<file path="src/rtl/setup_menu_consts.vh">
// Constants for the global setup menu controller: register map, fields,
// reset values and timing counts.
// Assumes a 125 MHz system clock and a 32-bit classic Wishbone slave.
`ifndef SETUP_MENU_CONSTS_VH
`define SETUP_MENU_CONSTS_VH

// ------------------------------------------------------------
// Register offsets (byte addresses)
// ------------------------------------------------------------
`define REG_PANEL_EVT     8'h00
`define REG_VIEW_STATUS   8'h04
`define REG_ACTIVE_CFG    8'h08
`define REG_EDIT_VALUES   8'h0c
`define REG_MACHINE_STAT  8'h10

// ------------------------------------------------------------
// Panel event bits in REG_PANEL_EVT (write one to press)
// ------------------------------------------------------------
`define EVT_VIEW          0
`define EVT_UP            1
`define EVT_DOWN          2
`define EVT_WHEEL_CW      3
`define EVT_WHEEL_CCW     4
`define EVT_PLAY          5
`define EVT_STOP          6

// ------------------------------------------------------------
// Display views and digit fields
// ------------------------------------------------------------
`define VIEW_TIMECODE     2'h0
`define VIEW_MIXER        2'h1
`define VIEW_SETUP        2'h2
`define VIEW_LAST         2'h2
`define FIELD_CHANNEL     2'h0
`define FIELD_RATE        2'h1
`define FIELD_MACHINE     2'h2
`define FIELD_SNAPSHOT    2'h3

// ------------------------------------------------------------
// Snapshot field: 1..128, then all, then global
// ------------------------------------------------------------
`define SNAP_FIRST        8'h01
`define SNAP_LAST         8'h80
`define SNAP_ALL          8'h81
`define SNAP_GLOBAL       8'h82

// ------------------------------------------------------------
// Machine codes and frame rates
// ------------------------------------------------------------
`define MACH_MTC_MASTER   5'h00
`define MACH_MTC_SLAVE    5'h01
`define MACH_LTC_MASTER   5'h02
`define MACH_LTC_SLAVE    5'h03
`define MACH_MMC_MTC      5'h07
`define MACH_MMC_LTC      5'h08
`define MACH_MMC_OPEN     5'h09
`define MACH_SERIAL_A     5'h0e
`define MACH_SERIAL_C     5'h10
`define MACH_LAST         5'h11
`define RATE_24           2'h0
`define RATE_25           2'h1
`define RATE_30           2'h2
`define RATE_30DF         2'h3
`define RATE_RESET        `RATE_25
`define MACH_RESET        `MACH_MTC_MASTER
`define CHAN_RESET        4'h0

// ------------------------------------------------------------
// Storing message time
// ------------------------------------------------------------
`define CLK_MHZ           125
`define STORE_MSG_US      1000
`define STORE_MSG_CYCLES  (`STORE_MSG_US * `CLK_MHZ)

`endif

</file>
<file path="src/rtl/machine_mode_decode.v">
// Decodes a stored machine code into transport behaviour flags.
// Assumes the code comes from a register on the same clock.
`timescale 1ns/1ns
`include "setup_menu_consts.vh"
module machine_mode_decode (
	// Stored code
	input  wire [4:0] code_in,
	// Behaviour flags
	output reg        master_out,
	output reg        slave_out,
	output reg        open_loop_out,
	output reg        serial_out
);
	// Master codes generate timecode, slave codes read it
	always @* begin
		master_out    = (code_in == `MACH_MTC_MASTER) || (code_in == `MACH_LTC_MASTER);
		slave_out     = (code_in == `MACH_MTC_SLAVE) || (code_in == `MACH_LTC_SLAVE);
		open_loop_out = (code_in == `MACH_MMC_OPEN);
		// All serial variants share one transport path
		serial_out    = (code_in >= `MACH_SERIAL_A) && (code_in <= `MACH_SERIAL_C);
	end
endmodule // machine_mode_decode

</file>
<file path="src/rtl/setup_menu_ctrl.v">
// Global setup menu controller for the machine-control panel section.
// Assumes panel events arrive as Wishbone writes and tallies as pins.
`timescale 1ns/1ns
`include "setup_menu_consts.vh"
module setup_menu_ctrl #(
	parameter STORE_CYCLES = `STORE_MSG_CYCLES
) (
	// Clock and reset
	input  wire        clk_sys_in,
	input  wire        rstn_in,
	// Wishbone slave
	input  wire        wb_cyc_in,
	input  wire        wb_stb_in,
	input  wire        wb_we_in,
	input  wire [7:0]  wb_adr_in,
	input  wire [3:0]  wb_sel_in,
	input  wire [31:0] wb_dat_in,
	output reg  [31:0] wb_dat_out,
	output reg         wb_ack_out,
	// Machine and timecode pins
	input  wire        ext_tc_valid_in,
	input  wire        machine_tally_play_in,
	// Indicators and live configuration
	output reg         timecode_view_indicator_out,
	output reg         setup_indicator_out,
	output reg         storing_msg_out,
	output reg  [4:0]  machine_code_out,
	output reg  [1:0]  frame_rate_out,
	output reg  [3:0]  midi_channel_out,
	output reg         tc_generate_out,
	output reg         tc_read_out,
	output reg         play_lamp_out,
	output reg         transport_play_out
);
	// ------------------------------------------------------------
	// State
	// ------------------------------------------------------------
	reg  [1:0]  view;
	reg  [1:0]  field;
	reg  [7:0]  snapshot;
	reg  [4:0]  edit_machine;
	reg  [1:0]  edit_rate;
	reg  [3:0]  edit_channel;
	reg  [23:0] store_count;
	reg  [1:0]  tc_sync;
	reg  [1:0]  tally_sync;
	reg         play_latched;
	wire [7:0]  next_snapshot;
	wire [7:0]  next_machine;
	wire [7:0]  next_rate;
	wire [7:0]  next_channel;
	wire        is_master;
	wire        is_slave;
	wire        is_open;
	wire        is_serial;
	wire        global_mode;
	wire        wb_req;
	wire        evt_write;
	wire        ev_view;
	wire        ev_up;
	wire        ev_down;
	wire        ev_cw;
	wire        ev_ccw;
	wire        ev_play;
	wire        ev_stop;
	wire        in_setup;

	// ------------------------------------------------------------
	// Bus decode; ack after one cycle, dropped the cycle after
	// ------------------------------------------------------------
	assign wb_req    = wb_cyc_in & wb_stb_in & ~wb_ack_out;
	assign evt_write = wb_req & wb_we_in & wb_sel_in[0] & (wb_adr_in == `REG_PANEL_EVT);
	assign ev_view   = evt_write & wb_dat_in[`EVT_VIEW];
	assign ev_up     = evt_write & wb_dat_in[`EVT_UP];
	assign ev_down   = evt_write & wb_dat_in[`EVT_DOWN];
	assign ev_cw     = evt_write & wb_dat_in[`EVT_WHEEL_CW];
	assign ev_ccw    = evt_write & wb_dat_in[`EVT_WHEEL_CCW];
	assign ev_play   = evt_write & wb_dat_in[`EVT_PLAY];
	assign ev_stop   = evt_write & wb_dat_in[`EVT_STOP];
	assign in_setup  = (view == `VIEW_SETUP);
	assign global_mode = (snapshot == `SNAP_GLOBAL);

	// ------------------------------------------------------------
	// Wheel steppers, one per editable field
	// ------------------------------------------------------------
	wheel_stepper #(.WIDTH(8)) snap_step (
		.low_in   (`SNAP_FIRST),
		.high_in  (`SNAP_GLOBAL),
		.cw_in    (ev_cw),
		.ccw_in   (ev_ccw),
		.value_in (snapshot),
		.value_out(next_snapshot)
	);
	wheel_stepper #(.WIDTH(8)) mach_step (
		.low_in   (8'h00),
		.high_in  ({3'h0, `MACH_LAST}),
		.cw_in    (ev_cw),
		.ccw_in   (ev_ccw),
		.value_in ({3'h0, edit_machine}),
		.value_out(next_machine)
	);
	wheel_stepper #(.WIDTH(8)) rate_step (
		.low_in   (8'h00),
		.high_in  ({6'h00, `RATE_30DF}),
		.cw_in    (ev_cw),
		.ccw_in   (ev_ccw),
		.value_in ({6'h00, edit_rate}),
		.value_out(next_rate)
	);
	wheel_stepper #(.WIDTH(8)) chan_step (
		.low_in   (8'h00),
		.high_in  (8'h0f),
		.cw_in    (ev_cw),
		.ccw_in   (ev_ccw),
		.value_in ({4'h0, edit_channel}),
		.value_out(next_channel)
	);

	// Decode acts on the stored code only, never the one being edited,
	// so the flags stay steady while the operator turns the wheel
	machine_mode_decode mode_dec (
		.code_in      (machine_code_out),
		.master_out   (is_master),
		.slave_out    (is_slave),
		.open_loop_out(is_open),
		.serial_out   (is_serial)
	);

	// ------------------------------------------------------------
	// Pin synchronisers
	// ------------------------------------------------------------
	// Two flops per pin; only the second flop feeds the mode logic
	always @(posedge clk_sys_in or negedge rstn_in) begin
		if (!rstn_in) begin
			tc_sync    <= 2'h0;
			tally_sync <= 2'h0;
		end else begin
			tc_sync    <= {tc_sync[0], ext_tc_valid_in};
			tally_sync <= {tally_sync[0], machine_tally_play_in};
		end
	end

	// ------------------------------------------------------------
	// Menu navigation and editing
	// ------------------------------------------------------------
	always @(posedge clk_sys_in or negedge rstn_in) begin
		if (!rstn_in) begin
			view         <= `VIEW_TIMECODE;
			field        <= `FIELD_SNAPSHOT;
			snapshot     <= `SNAP_FIRST;
			edit_machine <= `MACH_RESET;
			edit_rate    <= `RATE_RESET;
			edit_channel <= `CHAN_RESET;
		end else if (ev_view) begin
			if (in_setup)
				view <= `VIEW_TIMECODE;
			else if (view == `VIEW_LAST)
				view <= `VIEW_TIMECODE;
			else
				view <= view + 2'h1;
		end else if (in_setup) begin
			// Fields run left to right: channel, rate, machine, snapshot
			// Field moves saturate at the ends instead of wrapping
			if (ev_up && field != `FIELD_SNAPSHOT)
				field <= field + 2'h1;
			else if (ev_down && field != `FIELD_CHANNEL)
				field <= field - 2'h1;
			// Machine, rate and channel edits outside the global entry are dropped, so a plain snapshot
			// page can never reach the machine driver settings
			case (field)
			`FIELD_SNAPSHOT: snapshot <= next_snapshot;
			`FIELD_MACHINE: begin
				if (global_mode)
					edit_machine <= next_machine[4:0];
			end
			`FIELD_RATE: begin
				if (global_mode)
					edit_rate <= next_rate[1:0];
			end
			`FIELD_CHANNEL: begin
				if (global_mode)
					edit_channel <= next_channel[3:0];
			end
			default: snapshot <= snapshot;
			endcase
		end
	end

	// ------------------------------------------------------------
	// Store on leaving setup; the live copy changes only here
	// Only a view press that leaves setup restarts the count while the message shows
	// ------------------------------------------------------------
	always @(posedge clk_sys_in or negedge rstn_in) begin
		if (!rstn_in) begin
			machine_code_out <= `MACH_RESET;
			frame_rate_out   <= `RATE_RESET;
			midi_channel_out <= `CHAN_RESET;
			storing_msg_out  <= 1'b0;
			store_count      <= 24'h000000;
		end else if (ev_view && in_setup) begin
			machine_code_out <= edit_machine;
			frame_rate_out   <= edit_rate;
			midi_channel_out <= edit_channel;
			storing_msg_out  <= 1'b1;
			store_count      <= STORE_CYCLES[23:0];
		end else if (store_count != 24'h000000) begin
			store_count <= store_count - 24'h000001;
			storing_msg_out <= (store_count != 24'h000001);
		end
	end

	// ------------------------------------------------------------
	// Transport behaviour per machine mode
	// ------------------------------------------------------------
	always @(posedge clk_sys_in or negedge rstn_in) begin
		if (!rstn_in) begin
			play_latched       <= 1'b0;
			tc_generate_out    <= 1'b0;
			tc_read_out        <= 1'b0;
			play_lamp_out      <= 1'b0;
			transport_play_out <= 1'b0;
		end else begin
			// Outputs trail the stored code by one cycle, except transport_play_out, which trails it by two on entering a slave mode
			// Slave modes ignore the transport keys entirely
			if (!is_slave) begin
				if (ev_play)
					play_latched <= 1'b1;
				else if (ev_stop)
					play_latched <= 1'b0;
			end else begin
				play_latched <= 1'b0;
			end
			tc_generate_out    <= is_master & play_latched;
			tc_read_out        <= is_slave & tc_sync[1];
			transport_play_out <= play_latched & ~is_master;
			// Local lamps where no tally comes back from the machine
			play_lamp_out <= (is_open | is_master) ? play_latched
			               : (is_slave ? 1'b0 : tally_sync[1]);
		end
	end

	// ------------------------------------------------------------
	// Indicators
	// ------------------------------------------------------------
	always @(posedge clk_sys_in or negedge rstn_in) begin
		if (!rstn_in) begin
			timecode_view_indicator_out <= 1'b1;
			setup_indicator_out         <= 1'b0;
		end else begin
			timecode_view_indicator_out <= (view == `VIEW_TIMECODE);
			setup_indicator_out         <= in_setup;
		end
	end

	// ------------------------------------------------------------
	// Bus answer; unmapped reads return zero
	// ------------------------------------------------------------
	always @(posedge clk_sys_in or negedge rstn_in) begin
		if (!rstn_in) begin
			wb_ack_out <= 1'b0;
			wb_dat_out <= 32'h00000000;
		end else begin
			// Data is registered with ack, so it stands for that one cycle only
			wb_ack_out <= wb_req;
			wb_dat_out <= 32'h00000000;
			if (wb_req && !wb_we_in) begin
				case (wb_adr_in)
				`REG_VIEW_STATUS:
					wb_dat_out <= {15'h0000, storing_msg_out, global_mode,
						snapshot, field, view, 3'h0};
				`REG_ACTIVE_CFG:
					wb_dat_out <= {21'h000000, midi_channel_out, frame_rate_out,
						machine_code_out};
				`REG_EDIT_VALUES:
					wb_dat_out <= {21'h000000, edit_channel, edit_rate, edit_machine};
				`REG_MACHINE_STAT:
					wb_dat_out <= {24'h000000, is_serial, is_open, is_slave, is_master,
						play_lamp_out, tc_read_out, tc_generate_out, transport_play_out};
				default:
					wb_dat_out <= 32'h00000000;
				endcase
			end
		end
	end
endmodule // setup_menu_ctrl

</file>
<file path="src/rtl/wheel_stepper.v">
// Wrapping up/down stepper used for every wheel-edited field.
// Assumes one-cycle pulses on the same clock.
`timescale 1ns/1ns
module wheel_stepper #(
	parameter WIDTH = 8
) (
	// Range and steps
	input  wire [WIDTH-1:0] low_in,
	input  wire [WIDTH-1:0] high_in,
	input  wire             cw_in,
	input  wire             ccw_in,
	// Value
	input  wire [WIDTH-1:0] value_in,
	output reg  [WIDTH-1:0] value_out
);
	// Clockwise wins if both arrive together; the pulses never coincide in practice
	always @* begin
		value_out = value_in;
		if (cw_in) begin
			if (value_in >= high_in)
				value_out = low_in;
			else
				value_out = value_in + {{(WIDTH-1){1'b0}}, 1'b1};
		end else if (ccw_in) begin
			if (value_in <= low_in)
				value_out = high_in;
			else
				value_out = value_in - {{(WIDTH-1){1'b0}}, 1'b1};
		end
	end
endmodule // wheel_stepper

</file>
<file path="config.mk">
export PLATFORM = sky130hd
export DESIGN_NAME = setup_menu_ctrl
export DESIGN_NICKNAME = d
export VERILOG_FILES = /design/src/rtl/machine_mode_decode.v /design/src/rtl/setup_menu_ctrl.v /design/src/rtl/wheel_stepper.v
export VERILOG_INCLUDE_DIRS = /design/src /design/src/rtl
export SDC_FILE = /design/constraint.sdc
export NUM_CORES = 1
export LEC_CHECK = 0
export ABC_AREA = 1
export BUFFER_PORTS_ARGS = -buffer_cell sky130_fd_sc_hd__buf_4
export CAP_MARGIN = 20
export CORE_ASPECT_RATIO = 0.9
export CORE_UTILIZATION = 52
export CTS_BUF_LIST = sky130_fd_sc_hd__clkbuf_4
export DETAILED_ROUTE_END_ITERATION = 8
export PLACE_DENSITY_LB_ADDON = 0.05
export RECOVER_POWER = 25
export SLEW_MARGIN = 30
export SYNTH_ARGS = -nofsm -noshare
export SYNTH_HDL_FRONTEND = slang
export SYNTH_SLANG_ARGS = --single-unit
export TNS_END_PERCENT = 20
</file>
<file path="constraint.sdc">
create_clock -name clk_sys_in -period 1.5 [get_ports clk_sys_in]
set_clock_uncertainty 0.05 [all_clocks]
set_input_delay 0.3 -clock clk_sys_in [delete_from_list [all_inputs] [get_ports clk_sys_in]]
set_output_delay 0.3 -clock clk_sys_in [all_outputs]
set_load 0.05 [all_outputs]
</file>
==> qor.csv, run 1 <==
metric,value,unit
run status,finished with violations,
violated checks,setup timing,
Slew Limit Fails,0,
Worst EP arrival,2.04,ns
clk_lat worst skew,0.46,ns
DR pass1 iterations,8,
worst-path fanout max,4,
Initial Utilization,54.5,%
Top Ports,102,
Clock Path Buffers,2,
half-perimeter wire length after placement,11.3,mm
Synth cell types,37,
Initial DRC Count,301,
Ant. Diodes,0,
max incr delay on CP,0.45,ns
first-pass GRT wire length,25.4,mm
RSZ-0062 raised after global routing,true,
CP endpoint kind,flop,
share of layout cells above drive strength 1,37.6,%
CP Launch Type,flop,
Tightest Pin Transition,0.765,ns
Leak,3.96,nW
synthesized area,0.00535,mm²
Avg WL per Cell,14.9,µm
CP required,1.82,ns
f_max,584,MHz
final setup margin,-0.212,ns
remaining global-route overflow,0,
Finished Layout Cells,1075,
max-cap violations,0,
H-tree depth,3,
Crit path max-delay family,simple AND/OR/NAND/NOR gates,
Post-Syn Area per Cell,7.31,µm²
Hold Path Depth,3,
"Hold Vio Cnt, Final",0,
Clock Sink Count,88,
vias in the first global route,5520,
Hold WS,0.0253,ns
yosys warns,0,
Cells after Synth,732,
CTS buffer count,9,
total power,4.15,mW
Final nets,1014,
endpoints failing setup,40,
# rows,34,
largest net degree at the start of global routing,30,
CTS tree,built,
Residual DRC,0,
fin crit period,1.71,ns
Die Area,0.0107,mm²
Seq cells post-synth,88,
Routed WL,16.0,mm
peak supply drop,0.000530,V
GRT Util Overall,30.5,%
Die W,109,µm
Antenna Nets Post-Route,0,
initial antenna violation count,0,
Reg-to-Reg Start,snapshot[1],
placed cell count,1038,
HP Start,wb_dat_in[5],
die height,98.3,µm
crit path max-delay cell type,dfrtp_1,
I/O Buffers,58,
Crit Path Class,reg -> reg,
r2r worst-path depth,10,
register area share after synthesis,41.3,%
R2R Setup Slk,-0.21,ns
Clock Tree Root,clkbuf_4,
Worst-path clk slew,0.15,ns
vias,5659,
hold endpoint,play_latched,
Rel. slew slack,49.0,%
Pwr Density,534,mW/mm²
CP Cell Sequence,buf_6 -> buf_4 -> nor2_2 -> nand2_1 -> xor2_1 -> nor2_1 -> nand2_1 -> nand2_1 -> nand2_1 -> nand2_1,
core region area,0.00983,mm²
most numerous cell on the critical path,nand2_1,
pre-CTS setup slack,-0.314,ns
WP buf/inv,2,
synthesis-to-finish area growth,45.2,%
Reg-to-Reg End,snapshot[3],
worst hold path class,in -> reg,
vias per cell,5.26,
period utilization,114,%
RD Place Congestion,0.918,
layout make-up:
| class | instances | area [µm²] |
|---|---|---|
| Clock buffer | 9 | 67.6 |
| Clock inverter | 7 | 78.8 |
| Fill cell | 697 | 2060 |
| Inverter | 86 | 338 |
| Multi-Input combinational cell | 543 | 3120 |
| Sequential cell | 88 | 2210 |
| Tap cell | 126 | 158 |
| Timing Repair Buffer | 215 | 1790 |
| Timing Repair inverter | 1 | 6.26 |
layout by cell type (no fill, tap or decap), types with 5 or more instances in the layout:
cell	count
buf_6	23
conb_1	15
nand2_2	16
ha_1	11
inv_2	11
nor2_2	39
xor2_1	20
nand3_2	8
nand3_1	62
ha_4	5
nand4_1	21
clkbuf_4	12
buf_4	177
dfrtp_1	79
o21ai_0	24
a21oi_1	6
nor2_4	16
o211ai_1	6
nor2_1	68
a31oi_1	6
nand2_1	169
o21ai_1	12
inv_1	71
dfstp_2	6
nand3b_1	5
state kept, by name, indices dropped and copies added (netlist names):
register and count:
store_count 24, wb_dat_out 17, snapshot 8, edit_machine 5, machine_code_out 5, edit_channel 4, midi_channel_out 4, edit_rate 2
field 2, frame_rate_out 2, tally_sync 2, tc_sync 2, view 2, play_lamp_out 1, play_latched 1, setup_indicator_out 1
storing_msg_out 1, tc_generate_out 1, tc_read_out 1, timecode_view_indicator_out 1, transport_play_out 1, wb_ack_out 1
synthesized netlist by cell type, drive strengths merged:
| master | n | area [µm²] |
|---|---|---|
| a21oi | 7 | 35.0 |
| a31o | 1 | 8.76 |
| a31oi | 6 | 37.5 |
| and2 | 1 | 6.26 |
| buf | 23 | 165 |
| clkbuf | 6 | 22.5 |
| conb | 1 | 3.75 |
| dfrtp | 82 | 2050 |
| dfstp | 6 | 158 |
| ha | 19 | 238 |
| inv | 86 | 323 |
| nand2 | 188 | 708 |
| nand3 | 73 | 370 |
| nand3b | 5 | 37.5 |
| nand4 | 21 | 131 |
| nor2 | 123 | 497 |
| nor3 | 3 | 15.0 |
| nor3b | 2 | 15.0 |
| o2111ai | 1 | 8.76 |
| o211ai | 6 | 45.0 |
| o21a | 1 | 7.51 |
| o21ai | 37 | 185 |
| o21bai | 3 | 22.5 |
| o22ai | 3 | 18.8 |
| o31ai | 1 | 7.51 |
| or2 | 2 | 15.0 |
| xnor2 | 5 | 43.8 |
| xor2 | 20 | 175 |
worst max-delay path by stage:
stage	start	to	cells past startpoint
2_1_floorplan	wb_ack_out	store_count[16]	10
3_3_place_gp	snapshot[0]	edit_machine[4]	10
3_5_place_dp	snapshot[0]	edit_machine[4]	10
4_1_cts	snapshot[0]	edit_machine[2]	10
5_1_grt	snapshot[1]	snapshot[6]	12
6_report	snapshot[1]	snapshot[3]	10
power by group:
group          switching [mW]  total, mW  internal, mW
sequential            0.00592       2.39          2.38
clock                   0.939       1.47         0.530
combinational           0.201      0.294        0.0922
total                    1.15       4.15          3.01
layer usage:
layer / up-vias / wire, µm / GRT usage [%]
li1: 2731 / - / -
met1: 2674 / 6760 / 40.6
met2: 215 / 7940 / 51.1
met3: 39 / 973 / 5.41
met4: 0 / 364 / 7.59
met5: - / 0 / 0
tightest hold or removal path: stages:
cell and delay (ns):
buf_4 0.11, nand2_1 0.05, a21oi_1 0.06
per-stage QoR:
step / setup TNS (ns) / cell area (µm²) / utilization [%]
final: -3.68 / 7770 / 79.1
after global routing: -7.72 / 7770 / 79.1
after CTS: -2.88 / 7340 / 74.7
after detailed placement: -10.20 / 6920 / 70.4
after global placement: -8.31 / 6920 / 70.4
after floorplan: -6.36 / 5420 / -
repair_timing:
| action | CTS | global route |
|---|---|---|
| gates cloned | 1 | 0 |
| resized for setup | 64 | 114 |
| endpoints found under the setup margin | 58 | 75 |
| hold buffers | 3 | 0 |
| hold endpoints to repair | 21 | 0 |
| pin swaps | 16 | 38 |
| setup buffers | 7 | 10 |
kinds of logic after synthesis:
group	after synthesis	synth area share, %
adder cells (fa/ha/maj)	19	4.44
AND/OR/NAND/NOR	418	33.5
flip-flops	88	41.3
buffers and inverters	115	9.54
AO/OA/AOI/OAI	66	7.04
XOR/XNOR	25	4.09
other	1	0.0701
Note: power is estimated with default switching activity, not from simulation.
==> run 2, diff against run 1 <==
- ABC_AREA: 1 -> 0
- CORE_UTILIZATION: 52 -> 50
==> qor.csv, run 2 <==
metric,value,unit
run status,finished with violations,
violated checks,setup timing,
most area-hungry cell type in the Yosys netlist,dfrtp_1,
synthesis-to-finish area growth,49.5,%
CTS tree,built,
initial antenna violation count,0,
Worst EP arrival,2.72,ns
remaining global-route overflow,0,
Post-synth top cells,"82 x dfrtp_1, 58 x nand2_1, 38 x o21ai_0",
Reg-to-Reg Start,store_count[11],
top-area cell type share of the netlist area,41.8,%
period utilization,157,%
half-perimeter wire length after placement,10.7,mm
Synth cell types,62,
Pwr Density,552,mW/mm²
clk_lat worst skew,0.48,ns
CP endpoint kind,flop,
vias,4892,
largest net degree at the start of global routing,52,
Worst-path clk slew,0.17,ns
die height,95.9,µm
share of layout cells above drive strength 1,44.2,%
Hold Path Depth,3,
clock network fraction of total power,34.0,%
yosys warns,0,
Seq cells post-synth,88,
Final Instance Area,0.00733,mm²
Crit Path Class,reg -> reg,
Top reg by flops,store_count,
endpoints failing setup,75,
synthesized area,0.00490,mm²
"commonest non-fill, non-tap cell in the layout",buf_4,
vias in the first global route,4855,
Int Pwr,2.87,mW
GRT Util Overall,29.9,%
Reg power frac,58.9,%
H-tree depth,3,
pre-CTS setup slack,-0.909,ns
"top cells by area, synth","dfrtp_1 42%, ha_1 4.8%, nand2_1 4.4%, o21ai_0 3.9%, dfstp_2 3.2%",
RD Place Congestion,0.882,
DR pass1 iterations,5,
CP Launch Type,flop,
f_max,423,MHz
Regs by FF count,"store_count x24, wb_dat_out x17, snapshot x8",
Clock Sink Count,88,
Antenna Nets Post-Route,0,
Layout Utilization,78.6,%
Hold WS,0.0186,ns
Clock Tree Root,clkbuf_4,
most common cell in the netlist,dfrtp_1,
RSZ-0062 raised after global routing,true,
Final nets,811,
Residual DRC,0,
Cells after Synth,527,
first-pass GRT wire length,23.4,mm
Tightest Pin Transition,0.485,ns
hold endpoint,wb_dat_out[7],
Leak,3.24,nW
setup_tns,-27.64,ns
Slew Limit Fails,0,
peak supply drop,0.000478,V
R2R Setup Slk,-0.86,ns
max-cap violations,0,
Largest register FFs,24,
ys flop type,dfrtp_1,
worst-path fanout max,4,
placed cell count,839,
Top Ports,102,
"commonest cells after routing, fill and taps aside","190 x buf_4, 77 x dfrtp_1, 52 x nand2_1",
r2r worst-path depth,5,
Logic pwr share,7.1,%
Clock Path Buffers,2,
Area after DPL,0.00668,mm²
"EDFF count, synth",0,
Post-Syn Area per Cell,9.30,µm²
Switching Fraction,29.2,%
HP Start,wb_we_in,
I/O Buffers,58,
Initial Utilization,52.5,%
Die W,106,µm
CP required,1.86,ns
core region area,0.00933,mm²
vias per cell,5.64,
fillers,627,
ys async rst share,100,%
CTS buffer count,9,
fin crit period,2.36,ns
Finished Layout Cells,868,
Die Area,0.0102,mm²
Reg-to-Reg End,store_count[23],
worst hold path class,in -> reg,
# rows,33,
Net Switching,1.18,mW
Avg WL per Cell,17.1,µm
register area share after synthesis,45.1,%
Routed WL,14.8,mm
"Hold Vio Cnt, Final",0,
Initial DRC Count,241,
Rel. slew slack,66.8,%
total power,4.05,mW
Ant. Diodes,0,
final setup margin,-0.862,ns
## run 2: cell types whose count changed after synthesis, moves of 15 or more
| cell | change |
|---|---|
| and3_1 | +17 |
| inv_1 | -64 |
| nand2_1 | -129 |
| nand3_1 | -59 |
| nand4_1 | -16 |
| nor2_1 | -85 |
| nor3_1 | +16 |
| nor4_1 | +15 |
| xor2_1 | -15 |
## run 2: layer usage
| layer | vias to the layer above | part of all wire [%] | wire length (µm) | GRT usage (%) |
|---|---|---|---|---|
| li1 | 2340 | - | - | - |
| met1 | 2410 | 42 | 6270 | 36.0 |
| met2 | 120 | 52 | 7780 | 55.0 |
| met3 | 22 | 3.8 | 566 | 4.81 |
| met4 | 0 | 1.5 | 223 | 9.61 |
| met5 | - | 0 | 0 | 0 |
## run 2: worst max-delay path by stage
| stage | from | slack (ns) | depth (start not counted) | to |
|---|---|---|---|---|
| 2_1_floorplan | store_count[10] | -0.79 | 5 | store_count[17] |
| 3_3_place_gp | wb_adr_in[1] | -0.85 | 7 | edit_channel[0] |
| 3_5_place_dp | wb_adr_in[1] | -0.91 | 7 | snapshot[2] |
| 4_1_cts | store_count[11] | -0.83 | 5 | store_count[23] |
| 5_1_grt | store_count[11] | -0.93 | 5 | store_count[23] |
| 6_report | store_count[11] | -0.86 | 5 | store_count[23] |
## run 2: power groups by stage
stage / clock (mW) / sequential [mW] / combinational (mW)
after floorplan: 0 / 2.44 / 0.145
after global placement: 0 / 2.43 / 0.277
after detailed placement: 0 / 2.43 / 0.280
after CTS: 1.41 / 2.39 / 0.291
after global routing: 1.48 / 2.39 / 0.311
final: 1.38 / 2.39 / 0.287
## run 2: repair_timing
| item | 4_1_cts | 5_1_grt |
|---|---|---|
| pin swaps | 15 | 7 |
| resized for setup | 70 | 44 |
| setup endpoints to repair | 79 | 84 |
| buffers inserted | 5 | 5 |
| hold buffers | 3 | 0 |
| endpoints found under the hold margin | 89 | 0 |
## run 2: cells by family (layout without fill, tap and decap cells)
group                    Yosys count  in the layout  synth area share (%)
flip-flops                        88             88                  45.1
adder cells (fa/ha/maj)           19             19                  4.85
AND/OR/NAND/NOR                  212            212                  22.7
other                              1             15                0.0765
multiplexers                       8              8                  1.71
XOR/XNOR                          16             16                  2.86
buffers and inverters             57            262                  5.59
AO/OA/AOI/OAI                    126            126                  17.1
## run 2: worst max-delay path, cell delays in order (launching register included)
cell	delay, ns
dfrtp_1	0.42
or4_4	0.56
or4_4	0.50
a211o_1	0.28
or3_1	0.36
a21oi_1	0.14
## run 2: final cells by class
| cell class | count | area (µm²) | share of cell area [%] |
|---|---|---|---|
| clock buffer | 9 | 67.6 | 0.922 |
| clock inverter | 7 | 67.6 | 0.922 |
| inverter | 19 | 71.3 | 0.973 |
| multi-input combinational | 396 | 2870 | 39.2 |
| sequential | 88 | 2220 | 30.2 |
| tap | 122 | 153 | 2.08 |
| timing repair buffer | 227 | 1880 | 25.7 |
==> run 3, diff against run 2 <==
- ABC_AREA: 0 -> 1
- RECOVER_POWER: 25 -> 50
- SKIP_LAST_GASP: default -> 1
==> qor.csv, run 3 (synthesis gave the netlist of run 1 again) <==
metric,value,unit
CTS buffer count,9,
remaining global-route overflow,0,
Rel. slew slack,63.6,%
die height,100,µm
"commonest non-fill, non-tap cell in the layout",buf_4,
Largest register FFs,24,
Crit Path Class,reg -> reg,
placed cell count,1046,
half-perimeter wire length after placement,11.3,mm
CP required,1.86,ns
run status,finished with violations,
largest net degree at the start of global routing,40,
Top reg by flops,store_count,
f_max,592,MHz
Layout Utilization,73.9,%
RD Place Congestion,0.908,
Top Ports,102,
worst-path fanout max,7,
endpoints failing setup,63,
synthesis-to-finish area growth,42.7,%
Clock Path Buffers,2,
period utilization,113,%
Pwr Density,565,mW/mm²
DR pass1 iterations,7,
clk_lat worst skew,0.45,ns
fillers,808,
Leak,3.95,nW
worst hold path class,in -> reg,
peak supply drop,0.000461,V
vias per cell,5.12,
Die W,111,µm
core region area,0.0103,mm²
RSZ-0062 raised after global routing,true,
Avg WL per Cell,14.0,µm
CP endpoint kind,flop,
Routed WL,15.2,mm
vias in the first global route,5377,
Clock Tree Root,clkbuf_4,
CTS tree,built,
Die Area,0.0111,mm²
"commonest cells after routing, fill and taps aside","197 x buf_4, 176 x nand2_1, 81 x dfrtp_1",
Slew Limit Fails,0,
Initial DRC Count,313,
fin crit period,1.69,ns
Clock Sink Count,88,
met3 routed WL,921,µm
Worst EP arrival,2.05,ns
Final nets,1017,
initial antenna violation count,0,
setup_tns,-5.48,ns
# rows,35,
GRT Util Overall,28.0,%
share of layout cells above drive strength 1,35.5,%
highest layer used for signal routing,met4,
Hold WS,0.0450,ns
Ant. Diodes,0,
Tightest Pin Transition,0.546,ns
Initial Utilization,51.8,%
pre-CTS setup slack,-0.294,ns
total power,4.31,mW
violated checks,"DRC, setup timing",
first-pass GRT wire length,24.7,mm
Residual DRC,9,
Regs by FF count,"store_count x24, wb_dat_out x17, snapshot x8",
M1 WL,6.75,mm
vias,5540,
CP Launch Type,flop,
WL met2,7.22,mm
Finished Layout Cells,1081,
max-cap violations,0,
"Hold Vio Cnt, Final",0,
Worst-path clk slew,0.15,ns
Antenna Nets Post-Route,0,
Area after DPL,0.00696,mm²
I/O Buffers,58,
Final Instance Area,0.00764,mm²
final setup margin,-0.189,ns
H-tree depth,3,
## run 3: worst paths after layout
check	cells past startpoint	slack [ns]	from	endpoint
max	11	-0.19	snapshot[0]	edit_machine[1]
min	3	0.05	wb_stb_in	wb_ack_out
max reg2reg	11	-0.19	snapshot[0]	edit_machine[1]
min reg2reg	0	0.32	tally_sync[0]	tally_sync[1]
max in group asynchronous	3	0.14	rstn_in	wb_dat_out[9]
min in group asynchronous	2	0.34	rstn_in	wb_dat_out[2]
## run 3: repair_timing
item | 4_1_cts | 5_1_grt
resized for setup | 67 | 57
pin swaps | 22 | 13
buffers inserted | 8 | 6
hold buffers | 3 | 0
endpoints found under the hold margin | 50 | 0
endpoints found under the setup margin | 58 | 77
cloned | 1 | 1
## run 3: worst max-delay path: stages, from the launching register on
cell and delay, ns:
dfstp_2 0.42, inv_4 0.08, ha_4 0.13, inv_2 0.03, nor3_2 0.11, buf_4 0.15
nand4_1 0.14, nor2_4 0.26, inv_2 0.09, nand2_1 0.08, nand2_1 0.07, inv_1 0.05
## run 3: area by class of cell
type	count	area, µm²	share of cell area (%)
multi-input cells	543	3040	39.8
flip-flops and latches	88	2210	28.9
clock inverters	6	97.6	1.28
clock buffers	10	75.1	0.983
repair buffers	218	1710	22.4
repair inverters	1	6.26	0.0819
inverters	86	335	4.39
well taps	129	161	2.11
## run 3: per-layer routing
layer  track usage, %  up-vias
met2             49.0      194
met5                0        -
met3             5.13       23
li1                 -     2743
met1             35.5     2580
met4             8.84        0
## run 3: where the power goes
part           switching, mW  total [mW]  internal (mW)
combinational          0.200       0.284         0.0838
clock                  0.916        1.64          0.726
sequential           0.00466        2.39           2.38
total                   1.12        4.31           3.19
